## src/hdl/accc_pkg.sv

```systemverilog
// ============================================================
// Shared constants for the auto clock calibrator
// ============================================================
package accc_pkg;

  // Widths
  localparam int CNT_W  = 16;  // Sample counter width
  localparam int STEP_W = 4;   // Trim step width
  localparam int CT_W   = 8;   // Coarse trim width
  localparam int FT_W   = 6;   // Fine trim width

  // Reset values and ceilings of the trim outputs
  localparam logic [CT_W-1:0] COARSE_RST = 8'h80;  // Mid-scale coarse
  localparam logic [FT_W-1:0] FINE_RST   = 6'h20;  // Fine default 32
  localparam logic [CT_W-1:0] COARSE_MAX = 8'hFF;  // Coarse ceiling
  localparam logic [FT_W-1:0] FINE_MAX   = 6'h3F;  // Fine ceiling

  // Timing of the reference
  localparam int SOF_PERIOD_US  = 1000;        // Frame period, 1 ms
  localparam int REF_CLK_HZ     = 10000000;    // System clock rate
  localparam int SOF_HIGH_CYC   = 12;          // Reference pulse width
  localparam int SOF_PERIOD_CYC = (REF_CLK_HZ / 1000000) * SOF_PERIOD_US;

  // Calibration sequencer states
  typedef enum logic [1:0] {
    ST_IDLE    = 2'b00,  // Waiting for a trigger
    ST_MEASURE = 2'b01,  // Taking the first full period
    ST_CROSS   = 2'b10   // Stepping until the centre is crossed
  } accc_state_t;

endpackage

```

## src/hdl/accc_sample_counter.sv

```systemverilog
`timescale 1ns/1ps
// ============================================================
// Sample counter: counts divided oscillator edges per frame
// ============================================================
module accc_sample_counter
  import accc_pkg::*;
(
  input  wire logic             clk_i,      // System clock
  input  wire logic             rst_b_i,    // Sync reset, low
  input  wire logic             div_clk_i,  // Divided oscillator, async
  input  wire logic             sof_i,      // Frame reference pulse
  output logic                  sof_rise_o, // First cycle of a frame
  output logic [CNT_W-1:0]      live_o,     // Running count
  output logic [CNT_W-1:0]      sample_o,   // Count of last period
  output logic                  valid_o     // Sample_o just updated
);

  // ============================================================
  // State
  // ============================================================
  logic             sync1_ff, sync2_ff, div_d_ff; // Synchroniser, edge
  logic             sof_d_ff;                     // Delayed reference
  logic [CNT_W-1:0] cnt_ff, samp_ff;              // Counter, capture
  logic             vld_ff;                       // Capture strobe
  logic             nxt_div_d, nxt_sof_d, nxt_vld;
  logic [CNT_W-1:0] nxt_cnt, nxt_samp;
  logic             div_rise;                     // Oscillator edge
  logic             sof_rise;                     // Frame start

  // Next-value logic
  always_comb begin
    div_rise  = sync2_ff & ~div_d_ff;
    sof_rise  = sof_i & ~sof_d_ff;
    nxt_div_d = sync2_ff;
    nxt_sof_d = sof_i;
    nxt_samp  = samp_ff;
    nxt_vld   = 1'b0;
    nxt_cnt   = cnt_ff;
    if (sof_rise) begin
      // Capture the completed period and restart
      nxt_samp = cnt_ff;                          // RULE20
      nxt_vld  = 1'b1;
      nxt_cnt  = '0;                              // RULE20
    end else if (div_rise && cnt_ff != '1) begin
      // One divided oscillator cycle seen
      nxt_cnt = cnt_ff + 1'b1;                    // RULE13
    end
  end

  // Register stage
  always_ff @(posedge clk_i) begin
    if (!rst_b_i) begin
      sync1_ff <= 1'b0;
      sync2_ff <= 1'b0;
      div_d_ff <= 1'b0;
      sof_d_ff <= 1'b0;
      cnt_ff   <= '0;
      samp_ff  <= '0;
      vld_ff   <= 1'b0;
    end else begin
      sync1_ff <= div_clk_i;
      sync2_ff <= sync1_ff;
      div_d_ff <= nxt_div_d;
      sof_d_ff <= nxt_sof_d;
      cnt_ff   <= nxt_cnt;
      samp_ff  <= nxt_samp;
      vld_ff   <= nxt_vld;
    end
  end

  assign sof_rise_o = sof_rise;
  assign live_o     = cnt_ff;
  assign sample_o   = samp_ff;
  assign valid_o    = vld_ff;
endmodule

```

## src/hdl/accc_calibrator.sv

```systemverilog
`timescale 1ns/1ps
// Function
// RULE1: Frame pulse every 1 ms is timing reference
// RULE2: Aim oscillator at 48 MHz within 0.25%
// RULE3: Cross then return to nearest trim
// RULE4: Centre and boundary counts are programmable
// RULE5: Coarse or fine trim mode selectable
// RULE6: Done and lost flags, each own enable
// RULE7: Both requests share one interrupt output
// RULE8: Trim outputs stay internal, no pins
// RULE9: Coarse trim is eight bits wide
// RULE10: Fine trim is six bits wide
// RULE11: Fine trim resets to 32
// RULE12: Frame pulse high twelve clocks per ms
// RULE13: Count oscillator divided by six
// RULE14: Coarse step moves about 40 kHz
// RULE15: Fine step moves about 20 kHz
// RULE16: Step toward centre each period until crossed
// RULE17: Compare errors, step back if better, stop
// RULE18: Start on enable, recovery, or out-of-bounds
// RULE19: Step defaults one; zero freezes trims (STEP_I is an input here, no default)
// RULE20: Counter clears per frame, captures period
// ============================================================
// Calibrator top
// ============================================================
module accc_calibrator
  import accc_pkg::*;
(
  input  wire logic                       REF_CLK_I,         // 10 MHz system clock
  input  wire logic                       RST_B_I,           // Sync reset, low
  input  wire logic                       SOF_I,             // Frame reference
  input  wire logic                       DIV_CLK_I,         // Oscillator / 6
  input  wire logic                       CAL_ON_I,          // Calibration on
  input  wire logic                       FINE_MODE_I,       // 1 fine, 0 coarse
  input  wire logic [accc_pkg::STEP_W-1:0] STEP_I,           // Trim step
  input  wire logic [accc_pkg::CNT_W-1:0]  LOWER_BOUND_I,    // Lower bound count
  input  wire logic [accc_pkg::CNT_W-1:0]  CENTRE_I,         // Centre target
  input  wire logic [accc_pkg::CNT_W-1:0]  UPPER_BOUND_I,    // Upper bound count
  input  wire logic                       CAL_DONE_IRQ_EN_I, // Done request enable
  input  wire logic                       ERROR_IRQ_EN_I,    // Lost request enable
  input  wire logic                       CAL_DONE_CLR_I,    // Clear done flag
  input  wire logic                       REF_LOST_CLR_I,    // Clear lost flag
  output logic [accc_pkg::CT_W-1:0]       COARSE_TRIM_O,     // Coarse trim
  output logic [accc_pkg::FT_W-1:0]       FINE_TRIM_O,       // Fine trim
  output logic                            CAL_DONE_FLAG_O,   // Done flag
  output logic                            REF_LOST_FLAG_O,   // Lost flag
  output logic                            IRQ_O,             // Shared request
  output logic [accc_pkg::CNT_W-1:0]      SAMPLE_COUNT_O,    // Last period count
  output logic                            BUSY_O             // Search active
);
  import accc_pkg::*;

  // ============================================================
  // Sample counter
  // ============================================================
  logic             sof_rise;    // Frame start
  logic [CNT_W-1:0] live_cnt;    // Running count
  logic [CNT_W-1:0] samp;        // Completed period count
  logic             samp_vld;    // New period count

  // Counter runs off the frame reference
  accc_sample_counter i_accc_sample_counter (
    .clk_i      (REF_CLK_I),
    .rst_b_i    (RST_B_I),
    .div_clk_i  (DIV_CLK_I),
    .sof_i      (SOF_I),
    .sof_rise_o (sof_rise),
    .live_o     (live_cnt),
    .sample_o   (samp),
    .valid_o    (samp_vld)
  );

  // ============================================================
  // State
  // ============================================================
  accc_state_t      state_ff, nxt_state;      // Sequencer
  logic             up_ff, nxt_up;            // Search direction
  logic [CNT_W-1:0] err_prev_ff, nxt_err_prev;// Error before crossing
  logic [CT_W-1:0]  coarse_ff, nxt_coarse;    // Coarse trim
  logic [FT_W-1:0]  fine_ff, nxt_fine;        // Fine trim
  logic             done_ff, nxt_done;        // Done flag
  logic             lost_ff, nxt_lost;        // Lost flag
  logic             wait_ref_ff, nxt_wait_ref;// Reference gone
  logic             cal_d_ff;                 // Enable delayed
  logic [CNT_W-1:0] samp_ff;                  // Period count out

  // ============================================================
  // Decode helpers
  // ============================================================
  logic             above;       // Sample above centre
  logic             at_centre;   // Sample equals centre
  logic [CNT_W-1:0] err_now;     // Absolute error
  logic             out_bounds;  // Outside lower/upper
  logic             cal_rise;    // Enable rising edge
  logic             lost_now;    // Reference timed out
  logic [CNT_W:0]   lost_lim;    // Twice the centre
  logic             step_req;    // Move trim one step
  logic             step_dir;    // 1 raises frequency

  always_comb begin
    above      = samp > CENTRE_I;                              // RULE2
    at_centre  = samp == CENTRE_I;
    err_now    = above ? samp - CENTRE_I : CENTRE_I - samp; // RULE17
    out_bounds = samp < LOWER_BOUND_I || samp > UPPER_BOUND_I; // RULE4
    cal_rise   = CAL_ON_I & ~cal_d_ff;
    lost_lim   = {CENTRE_I, 1'b0};
    lost_now   = state_ff != ST_IDLE && !sof_rise &&
                 {1'b0, live_cnt} >= lost_lim;                 // RULE6
  end

  // ============================================================
  // Sequencer
  // ============================================================
  always_comb begin
    nxt_state    = state_ff;
    nxt_up       = up_ff;
    nxt_err_prev = err_prev_ff;
    nxt_wait_ref = wait_ref_ff;
    step_req     = 1'b0;
    step_dir     = up_ff;
    if (!CAL_ON_I) begin
      // Disabled: search abandoned
      nxt_state    = ST_IDLE;
      nxt_wait_ref = 1'b0;
    end else if (lost_now) begin
      // No frame within two centre counts
      nxt_state    = ST_IDLE;
      nxt_wait_ref = 1'b1;
    end else if (cal_rise) begin
      // Enable edge starts even when inside bounds
      nxt_state = ST_MEASURE;                                  // RULE18
    end else if (wait_ref_ff && samp_vld) begin
      // Reference back: skip the period that spanned the loss
      nxt_state    = ST_MEASURE;                               // RULE18
      nxt_wait_ref = 1'b0;
    end else if (samp_vld) begin
      case (state_ff)
        ST_IDLE: begin
          // Drift outside the window
          if (out_bounds) begin
            nxt_state = ST_MEASURE;                            // RULE18
          end
        end
        ST_MEASURE: begin
          // First full period picks the direction
          if (at_centre) begin
            nxt_state = ST_IDLE;
          end else begin
            nxt_up       = !above;                             // RULE16
            nxt_err_prev = err_now;
            step_req     = 1'b1;
            step_dir     = !above;
            nxt_state    = ST_CROSS;
          end
        end
        ST_CROSS: begin
          if ((up_ff && (above || at_centre)) ||
              (!up_ff && !above)) begin
            // Crossed: return if the old point was nearer
            if (err_prev_ff < err_now) begin
              step_req = 1'b1;                                 // RULE3
              step_dir = !up_ff;                               // RULE17
            end
            nxt_state = ST_IDLE;                               // RULE17
          end else begin
            // Keep stepping toward the centre
            nxt_err_prev = err_now;
            step_req     = 1'b1;                               // RULE16
          end
        end
        default: begin
          nxt_state = ST_IDLE;
        end
      endcase
    end
  end

  // ============================================================
  // Trim update with saturation
  // ============================================================
  logic [CT_W:0] c_sum;  // Coarse plus step
  logic [FT_W:0] f_sum;  // Fine plus step

  always_comb begin
    nxt_coarse = coarse_ff;
    nxt_fine   = fine_ff;
    c_sum      = {1'b0, coarse_ff} + {{(CT_W+1-STEP_W){1'b0}}, STEP_I}; // RULE19
    f_sum      = {1'b0, fine_ff} + {{(FT_W+1-STEP_W){1'b0}}, STEP_I};
    if (step_req && !FINE_MODE_I) begin                        // RULE5
      // Coarse mode: one count ~40 kHz of divided clock
      if (step_dir) begin
        nxt_coarse = c_sum[CT_W] ? COARSE_MAX : c_sum[CT_W-1:0];  // RULE14
      end else if (coarse_ff < {{(CT_W-STEP_W){1'b0}}, STEP_I}) begin
        nxt_coarse = '0;
      end else begin
        nxt_coarse = coarse_ff - {{(CT_W-STEP_W){1'b0}}, STEP_I}; // RULE14
      end
    end else if (step_req) begin
      // Fine mode: one count ~20 kHz of divided clock
      if (step_dir) begin
        nxt_fine = f_sum[FT_W] ? FINE_MAX : f_sum[FT_W-1:0];      // RULE15
      end else if (fine_ff < {{(FT_W-STEP_W){1'b0}}, STEP_I}) begin
        nxt_fine = '0;
      end else begin
        nxt_fine = fine_ff - {{(FT_W-STEP_W){1'b0}}, STEP_I};    // RULE15
      end
    end
  end

  // ============================================================
  // Flags: hardware set beats software clear
  // ============================================================
  always_comb begin
    nxt_done = done_ff;
    nxt_lost = lost_ff;
    if (CAL_DONE_CLR_I) begin
      nxt_done = 1'b0;
    end
    if (state_ff == ST_CROSS && nxt_state == ST_IDLE && CAL_ON_I && !lost_now) begin
      nxt_done = 1'b1;                                         // RULE6
    end
    if (REF_LOST_CLR_I || !CAL_ON_I) begin
      nxt_lost = 1'b0;
    end
    if (lost_now && CAL_ON_I) begin
      nxt_lost = 1'b1;                                         // RULE6
    end
  end

  // ============================================================
  // Registers
  // ============================================================
  always_ff @(posedge REF_CLK_I) begin
    if (!RST_B_I) begin
      state_ff    <= ST_IDLE;
      up_ff       <= 1'b0;
      err_prev_ff <= '0;
      coarse_ff   <= COARSE_RST;
      fine_ff     <= FINE_RST;                                 // RULE11
      done_ff     <= 1'b0;
      lost_ff     <= 1'b0;
      wait_ref_ff <= 1'b0;
      cal_d_ff    <= 1'b0;
      samp_ff     <= '0;
    end else begin
      state_ff    <= nxt_state;
      up_ff       <= nxt_up;
      err_prev_ff <= nxt_err_prev;
      coarse_ff   <= nxt_coarse;
      fine_ff     <= nxt_fine;
      done_ff     <= nxt_done;
      lost_ff     <= nxt_lost;
      wait_ref_ff <= nxt_wait_ref;
      cal_d_ff    <= CAL_ON_I;
      samp_ff     <= samp_vld ? samp : samp_ff;                // RULE1
    end
  end

  // ============================================================
  // Outputs, internal only
  // ============================================================
  assign COARSE_TRIM_O   = coarse_ff;                          // RULE8 RULE9
  assign FINE_TRIM_O     = fine_ff;                            // RULE8 RULE10
  assign CAL_DONE_FLAG_O = done_ff;
  assign REF_LOST_FLAG_O = lost_ff;
  assign IRQ_O           = (done_ff & CAL_DONE_IRQ_EN_I) |
                           (lost_ff & ERROR_IRQ_EN_I);         // RULE7
  assign SAMPLE_COUNT_O  = samp_ff;
  assign BUSY_O          = state_ff != ST_IDLE;
endmodule

```

## config.mk

```make
export PLATFORM = sky130hd
export DESIGN_NAME = accc_calibrator
export DESIGN_NICKNAME = d
export VERILOG_FILES = /design/src/hdl/accc_pkg.sv /design/src/hdl/accc_sample_counter.sv /design/src/hdl/accc_calibrator.sv
export SDC_FILE = /design/constraint.sdc
export NUM_CORES = 1
export LEC_CHECK = 0
export BUFFER_PORTS_ARGS = -buffer_cell sky130_fd_sc_hd__buf_2
export CORE_UTILIZATION = 40
export CTS_BUF_LIST = sky130_fd_sc_hd__clkbuf_4 sky130_fd_sc_hd__clkbuf_8 sky130_fd_sc_hd__clkbuf_16
export DETAILED_ROUTE_END_ITERATION = 8
export GPL_TIMING_DRIVEN = 0
export SYNTH_ARGS = -nofsm -noshare
export SYNTH_HDL_FRONTEND = slang
export SYNTH_SLANG_ARGS = --single-unit
```

## constraint.sdc

```tcl
create_clock -name REF_CLK_I -period 18.25 [get_ports REF_CLK_I]
set_clock_uncertainty 0.1 [all_clocks]
set_input_delay 5.475 -clock REF_CLK_I [delete_from_list [all_inputs] [get_ports REF_CLK_I]]
set_output_delay 5.475 -clock REF_CLK_I [all_outputs]
set_load 0.01 [all_outputs]
```

**After elaboration in Yosys (flattened, before gate mapping)**

Index checks and enable logic that the tools add are counted.

- Logic and storage cells: 131
- Output and inout port bits: 34
- Register bits after elaboration: 90
- Bits of input ports: 62

- Muxes and demuxes: 45
- Magnitude comparators: 7
- $add $sub $neg: 7
- Reduce and logical (&&, ||, !) cells: 34
- Bitwise logic cells: 14
- Equality and inequality tests: 7

Operators by type and width:

| operator | number |
|---|---|
| 2-to-1 mux 16 bit | 3 |
| > comparator 16 bit | 2 |
| < comparator 16 bit | 2 |
| case mux 16 bit (2 select lines) | 1 |
| subtractor 16 bit | 2 |
| 2-to-1 mux 1 bit | 24 |
| 2-to-1 mux 8 bit | 3 |
| 2-to-1 mux 6 bit | 3 |
| greater-or-equal comparator 16 x 17 -> 1 bit | 1 |
| adder 16 x 1 -> 16 bit (second input constant) | 1 |
| == test 16 bit | 1 |
| 2-to-1 mux 2 bit | 8 |
| != test 16 bit (second input constant) | 1 |
| logical AND 1 bit | 11 |
| nonzero test 2 bit | 5 |
| adder 8 x 4 -> 9 bit | 1 |
| < comparator 8 x 4 -> 1 bit | 1 |
| NOT 1 bit | 8 |
| AND reduction 8 bit | 1 |
| subtractor 8 x 4 -> 8 bit | 1 |
| adder 6 x 4 -> 7 bit | 1 |
| logical NOT 1 bit | 6 |
| < comparator 6 x 4 -> 1 bit | 1 |
| case mux 2 bit (3 select lines) | 1 |
| other kinds (13) | 25 |

**Depth between registers and ports, before layout**

- Depth in word-level cells: 16
- Mapped depth: 26

**By module**

A second synthesis with hierarchy kept.

- Cell total of the unflattened synthesis: 943
- Area, all modules: 7664.9 um^2

Modules (own cells, without submodules):

| module | sequential area each (um^2) | times used | area an instance (um^2) | cells each |
|---|---|---|---|---|
| accc_calibrator | 1061.0 | 1 | 6221.0 | 802 |
| accc_sample_counter | 740.7 | 1 | 1443.9 | 141 |

**Worst setup path after synthesis**

OpenSTA, ideal clock, no wires.

- Path type: in2out
- From: in CAL_DONE_IRQ_EN_I
- To: out IRQ_O
- Arrival time: 5718 ps
- Setup slack: 6957 ps
- Required time: 12675 ps
- Stages on the path: 1
- Cell sequence: a22o_1

- Cells in the longest elaborated chain, start to end: 2

Ends and longest elaborated chain:

| item | RTL line | RTL |
|---|---|---|
| from (decl) | accc_calibrator.sv:39 | `input wire logic CAL_DONE_IRQ_EN_I,` |
| AND 1 bit | accc_calibrator.sv:266 | `assign IRQ_O = (done_ff & CAL_DONE_IRQ_EN_I) \|` |
| bitwise OR 1 bit | accc_calibrator.sv:266 |  |
| to (decl) | accc_calibrator.sv:47 | `output logic IRQ_O,` |

Every way passes these cells.

**Worst setup path in the final report**

Same ends and word-level chain as after synthesis.

==> out/qor_table.md <==
| Stage | Metric | Reported |
|:---|:---|:---|
| worst setup path | Worst-case register-to-register setup slack | 12.45 ns |
| yosys | Top cells by area in the synthesized netlist | sky130_fd_sc_hd__dfxtp_1 (23%), sky130_fd_sc_hd__ha_1 (18%), sky130_fd_sc_hd__inv_1 (4.9%) |
| sta | RSZ-0062 raised after global routing | false |
| sta | Final hold viol count | 0 |
| sta | Worst rel slew slack | 47.2% |
| yosys | Library cell occupying the most area in the post-synthesis netlist | sky130_fd_sc_hd__dfxtp_1 |
| detailed routing | Post-Route M1 WL | 10200 um |
| detailed routing | Met3 wire length | 776 um |
| sta | Smallest setup slack after layout | 6.76 ns |
| worst setup path | Worst reg2reg path endpoint | COARSE_TRIM_O[7] |
| clock network | Clock insertion delay at the later pin of the skew report | 0.36 ns |
| sta | Aggregate negative setup slack | 0 ns |
| yosys | Share of Yosys cell area claimed by the top area cell type | 23.3% |
| worst setup path | Required time worst endpoint | 12.67 ns |
| cells and area | Final #Nets | 1229 |
| die | I/O pin count | 96 |
| yosys | Mean Syn Cell Area | 8.21 um2 |
| power | Cell Int Power | 321 uW |
| sta | Worst-Margin Slew | 0.791 ns |
| worst setup path | Critical-path top delay cell | sky130_fd_sc_hd__a22o_1 |
| detailed routing | Drt via density | 5.32 |
| worst setup path | Launching element of the worst setup path | CAL_DONE_IRQ_EN_I |
| yosys | Synthesized flop and latch total | 90 |
| power | Register share of total power | 43.3% |
| power | Total power of the final layout | 457 uW |
| sta | Pins over their slew limit | 0 |
| power | Part of the power in the clock network | 41.5% |
| run | Maxcap violations | 0 |
| detailed routing | Post-route DRC violation count | 0 |
| global route | Grt ovf | 0 |
| detailed routing | Routed wire length | 20600 um |
| detailed routing | Uppermost layer routed | met4 |
| global route | Total global-route track usage | 21.7% |
| cells and area | Share of final-layout standard cells stronger than drive strength 1 | 15.2% |
| die | Y dimension of the die | 141 um |
| power | Power spent charging and discharging nets | 135 uW |
| die | Std-Cell Core Area | 18800 um2 |
| global route | Initial antenna violation count | 0 |
| yosys | Number of flops mapped to enable cells by yosys | 0 |
| yosys | Total nets after synthesis | 1124 |
| sta | Endpoints failing setup | 0 |
| clock network | Clock buffer count from CTS | 9 |
| yosys | Total standard cell area after synthesis | 7740 um2 |
| detailed routing | Number of optimization iterations in the first detailed-route pass | 5 |
| yosys | Most repeated cell in the gate-level netlist after synthesis | sky130_fd_sc_hd__ha_1 |
| worst setup path | Crit. End Element | output port |
| clock network | CTS resizes | 0 |
| yosys | Synth cell types | 89 |
| die | Die X | 141 um |
| yosys | Synthesized netlist cell count | 943 |
| clock network | Post-CTS Hold Buffers | 0 |
| power | Part of the total power dissipated in combinational logic | 15.1% |
| worst setup path | Crit path largest cell delay | 0.21 ns |
| detailed routing | Routed wl met2 | 9310 um |
| worst setup path | Startpoint kind of the worst setup timing path | primary input |
| clock network | Clock Pin Slew Worst Setup and Hold Paths | 0.07 ns |
| power | Maximum VDD drop | 0.0000511 V |
| cells and area | Area growth from synthesis to layout | 14.1% |
| placed design | Post-detail-place hpwl | 16700 um |
| die | Site row count | 50 |
| placed design | GPL Wtd Cong | 0.898 |
| cells and area | Antenna diode count | 0 |
| clock network | CTS tree | built |
| clock network | Max H-tree Level | 3 |
| detailed routing | Violation count after the first detailed-routing iteration | 349 |
| hold path | Worst min-delay path category | reg2reg |
| die | Area of the die | 19900 um2 |
| yosys | Fraction of registers with async set/reset | 0% |
| detailed routing | Routed vias | 6981 |
| sta | Fmax | 87.0 MHz |
| detailed routing | Number of antenna-violating nets in the routed design | 0 |
| sta | Clock period minus final worst setup slack | 11.49 ns |
| run status | Outcome | finished, final reports clean |
| detailed routing | Avg WL per Cell | 15.7 um |
| global route | First-pass GRT wire length | 34000 um |
| worst setup path | Crit path to | IRQ_O |
| power | Pwr Density | 51.7 nW/um2 |
| worst setup path | Worst setup path category | in2out |
| sta | Fin crit share | 63.0% |
| worst setup path | Path depth of the worst reg2reg path | 24 |
| cells and area | Utilization after layout | 46.9% |
| worst setup path | Critical-path maximum fanout | 1 |
| worst setup path | Cells along the critical path | buf_2 > a22o_1 > buf_2 |
| clock network | Maximum root-to-sink buffer count | 2 |
| global route | Via count of the first global-routing pass | 6608 |
| clock network | Number of setup buffers added after CTS | 0 |
| power | Leakage Power | 4.11 nW |
| yosys | Count of warnings emitted by yosys | 0 |
| yosys | Ys flop type | sky130_fd_sc_hd__dfxtp_1 |
| die | Initial core utilization | 41.1% |
| yosys | Seq/Total Area, Yosys | 23.3% |
| clock network | Sink count of the clock tree | 90 |
| yosys | Top cells by count, synth | sky130_fd_sc_hd__ha_1 (113), sky130_fd_sc_hd__inv_1 (100), sky130_fd_sc_hd__dfxtp_1 (90), sky130_fd_sc_hd__nor2_1 (76), sky130_fd_sc_hd__nand2_1 (74) |
| power | Switching share of total power | 29.6% |
| worst setup path | Most Frequent Cell on Critical Path | sky130_fd_sc_hd__buf_2 |
| placed design | Worst setup slack before clock tree synthesis | 6.76 ns |
| global route | Pin count of the biggest net entering global routing | 19 |
| clock network | CTS root buf | sky130_fd_sc_hd__clkbuf_16 |
| worst setup path | Origin of the critical flop-to-flop path | i_accc_sample_counter.sample_o[14] |
| worst setup path | Critical path data arrival time | 5.92 ns |
| placed design | Buffers added on ports | 94 |
[cell usage in the layout, fill, tap and decap left out, types with 4 or more instances in the layout]
cell                          n
sky130_fd_sc_hd__a2111oi_0    4
sky130_fd_sc_hd__a211o_1      8
sky130_fd_sc_hd__a211oi_1    15
sky130_fd_sc_hd__a21o_1      17
sky130_fd_sc_hd__a21oi_1     67
sky130_fd_sc_hd__a31oi_1      8
sky130_fd_sc_hd__and2_1       9
sky130_fd_sc_hd__and3_1      10
sky130_fd_sc_hd__buf_2      103
sky130_fd_sc_hd__buf_4        5
sky130_fd_sc_hd__buf_6        4
sky130_fd_sc_hd__clkbuf_1    16
sky130_fd_sc_hd__clkbuf_16    9
sky130_fd_sc_hd__dfxtp_1     90
sky130_fd_sc_hd__fa_1         6
sky130_fd_sc_hd__ha_1       113
sky130_fd_sc_hd__inv_1      100
sky130_fd_sc_hd__mux2i_1     33
sky130_fd_sc_hd__nand2_1     74
sky130_fd_sc_hd__nand2b_1    14
sky130_fd_sc_hd__nand3_1     23
sky130_fd_sc_hd__nand3b_1     4
sky130_fd_sc_hd__nand4_1     16
sky130_fd_sc_hd__nor2_1      76
sky130_fd_sc_hd__nor2b_1      9
sky130_fd_sc_hd__nor3_1       8
sky130_fd_sc_hd__o211ai_1    10
sky130_fd_sc_hd__o21a_1      13
sky130_fd_sc_hd__o21ai_0     53
sky130_fd_sc_hd__o21ai_1      4
sky130_fd_sc_hd__o21bai_1     7
sky130_fd_sc_hd__o22ai_1      4
sky130_fd_sc_hd__o31ai_1      8
sky130_fd_sc_hd__xnor2_1     12
sky130_fd_sc_hd__xor2_1      18
[worst max-delay path: cells and delay by family]
family / cells / cell delay [ns]
compound gates: 1 / 0.21
buf+inv: 2 / 0.23
[sequential cells by signal (all words and copies together), names as in the netlist, 2 cells and up]
name                            cells
COARSE_TRIM_O                       8
FINE_TRIM_O                         6
SAMPLE_COUNT_O                     16
err_prev_ff                        16
i_accc_sample_counter.live_o       16
i_accc_sample_counter.sample_o     16
state_ff                            2
[power by group through the flow]
stage	sequential [mW]	clock (mW)	combinational [mW]
global placement	0.203	0	0.0678
finish	0.198	0.190	0.0690
CTS	0.198	0.195	0.0687
detailed placement	0.203	0	0.0681
global route	0.198	0.203	0.0776
floorplan	0.202	0	0.0463
[worst min-delay path by stage]
stage	start	endpoint	cells past startpoint	slack, ns
after global placement	i_accc_sample_counter.sync1_ff	i_accc_sample_counter.nxt_div_d	1	0.32
final	i_accc_sample_counter.sync1_ff	i_accc_sample_counter.nxt_div_d	1	0.33
after floorplan	i_accc_sample_counter.sync1_ff	i_accc_sample_counter.nxt_div_d	1	0.31
after detailed placement	i_accc_sample_counter.sync1_ff	i_accc_sample_counter.nxt_div_d	1	0.32
after CTS	i_accc_sample_counter.sync1_ff	i_accc_sample_counter.nxt_div_d	1	0.34
after global routing	i_accc_sample_counter.sync1_ff	i_accc_sample_counter.nxt_div_d	1	0.36
[final cells by class]
cell class              instances  area, um2
flip-flops and latches         90       1800
repair buffers                 94        470
clock buffers                   9        225
multi-input cells             716       5350
inverters                     101        379
well taps                     260        325
clock inverters                 7       68.8
fillers                      1901      10000
plain buffers                  36        206
[logic make-up (layout without fill, tap and decap cells)]
kind of cell	count (synthesis)	count (layout)	share of synthesized area [%]
fa+ha+maj	119	119	19.8
flops	90	90	23.3
mux	38	38	5.00
compound gates	263	263	23.7
simple gates	266	266	17.3
xor+xnor	30	30	3.40
buf+inv	137	247	7.57
[metal layers]
| layer | vias to the layer above | GRT usage, % |
|---|---|---|
| met2 | 141 | 35.0 |
| met3 | 18 | 3.09 |
| li1 | 3577 | - |
| met4 | 0 | 5.78 |
| met1 | 3245 | 30.0 |
| met5 | - | 0 |
[through the flow]
step / area (um2) / hold WS [ns] / instances
global placement: 8530 / 0.319 / 1297
detailed placement: 8530 / 0.320 / 1297
finish: 8830 / 0.334 / 1313
global route: 8830 / 0.356 / 1313
floorplan: 7740 / 0.312 / 943
CTS: 8830 / 0.339 / 1313
Note: power is estimated with default switching activity, not from simulation.
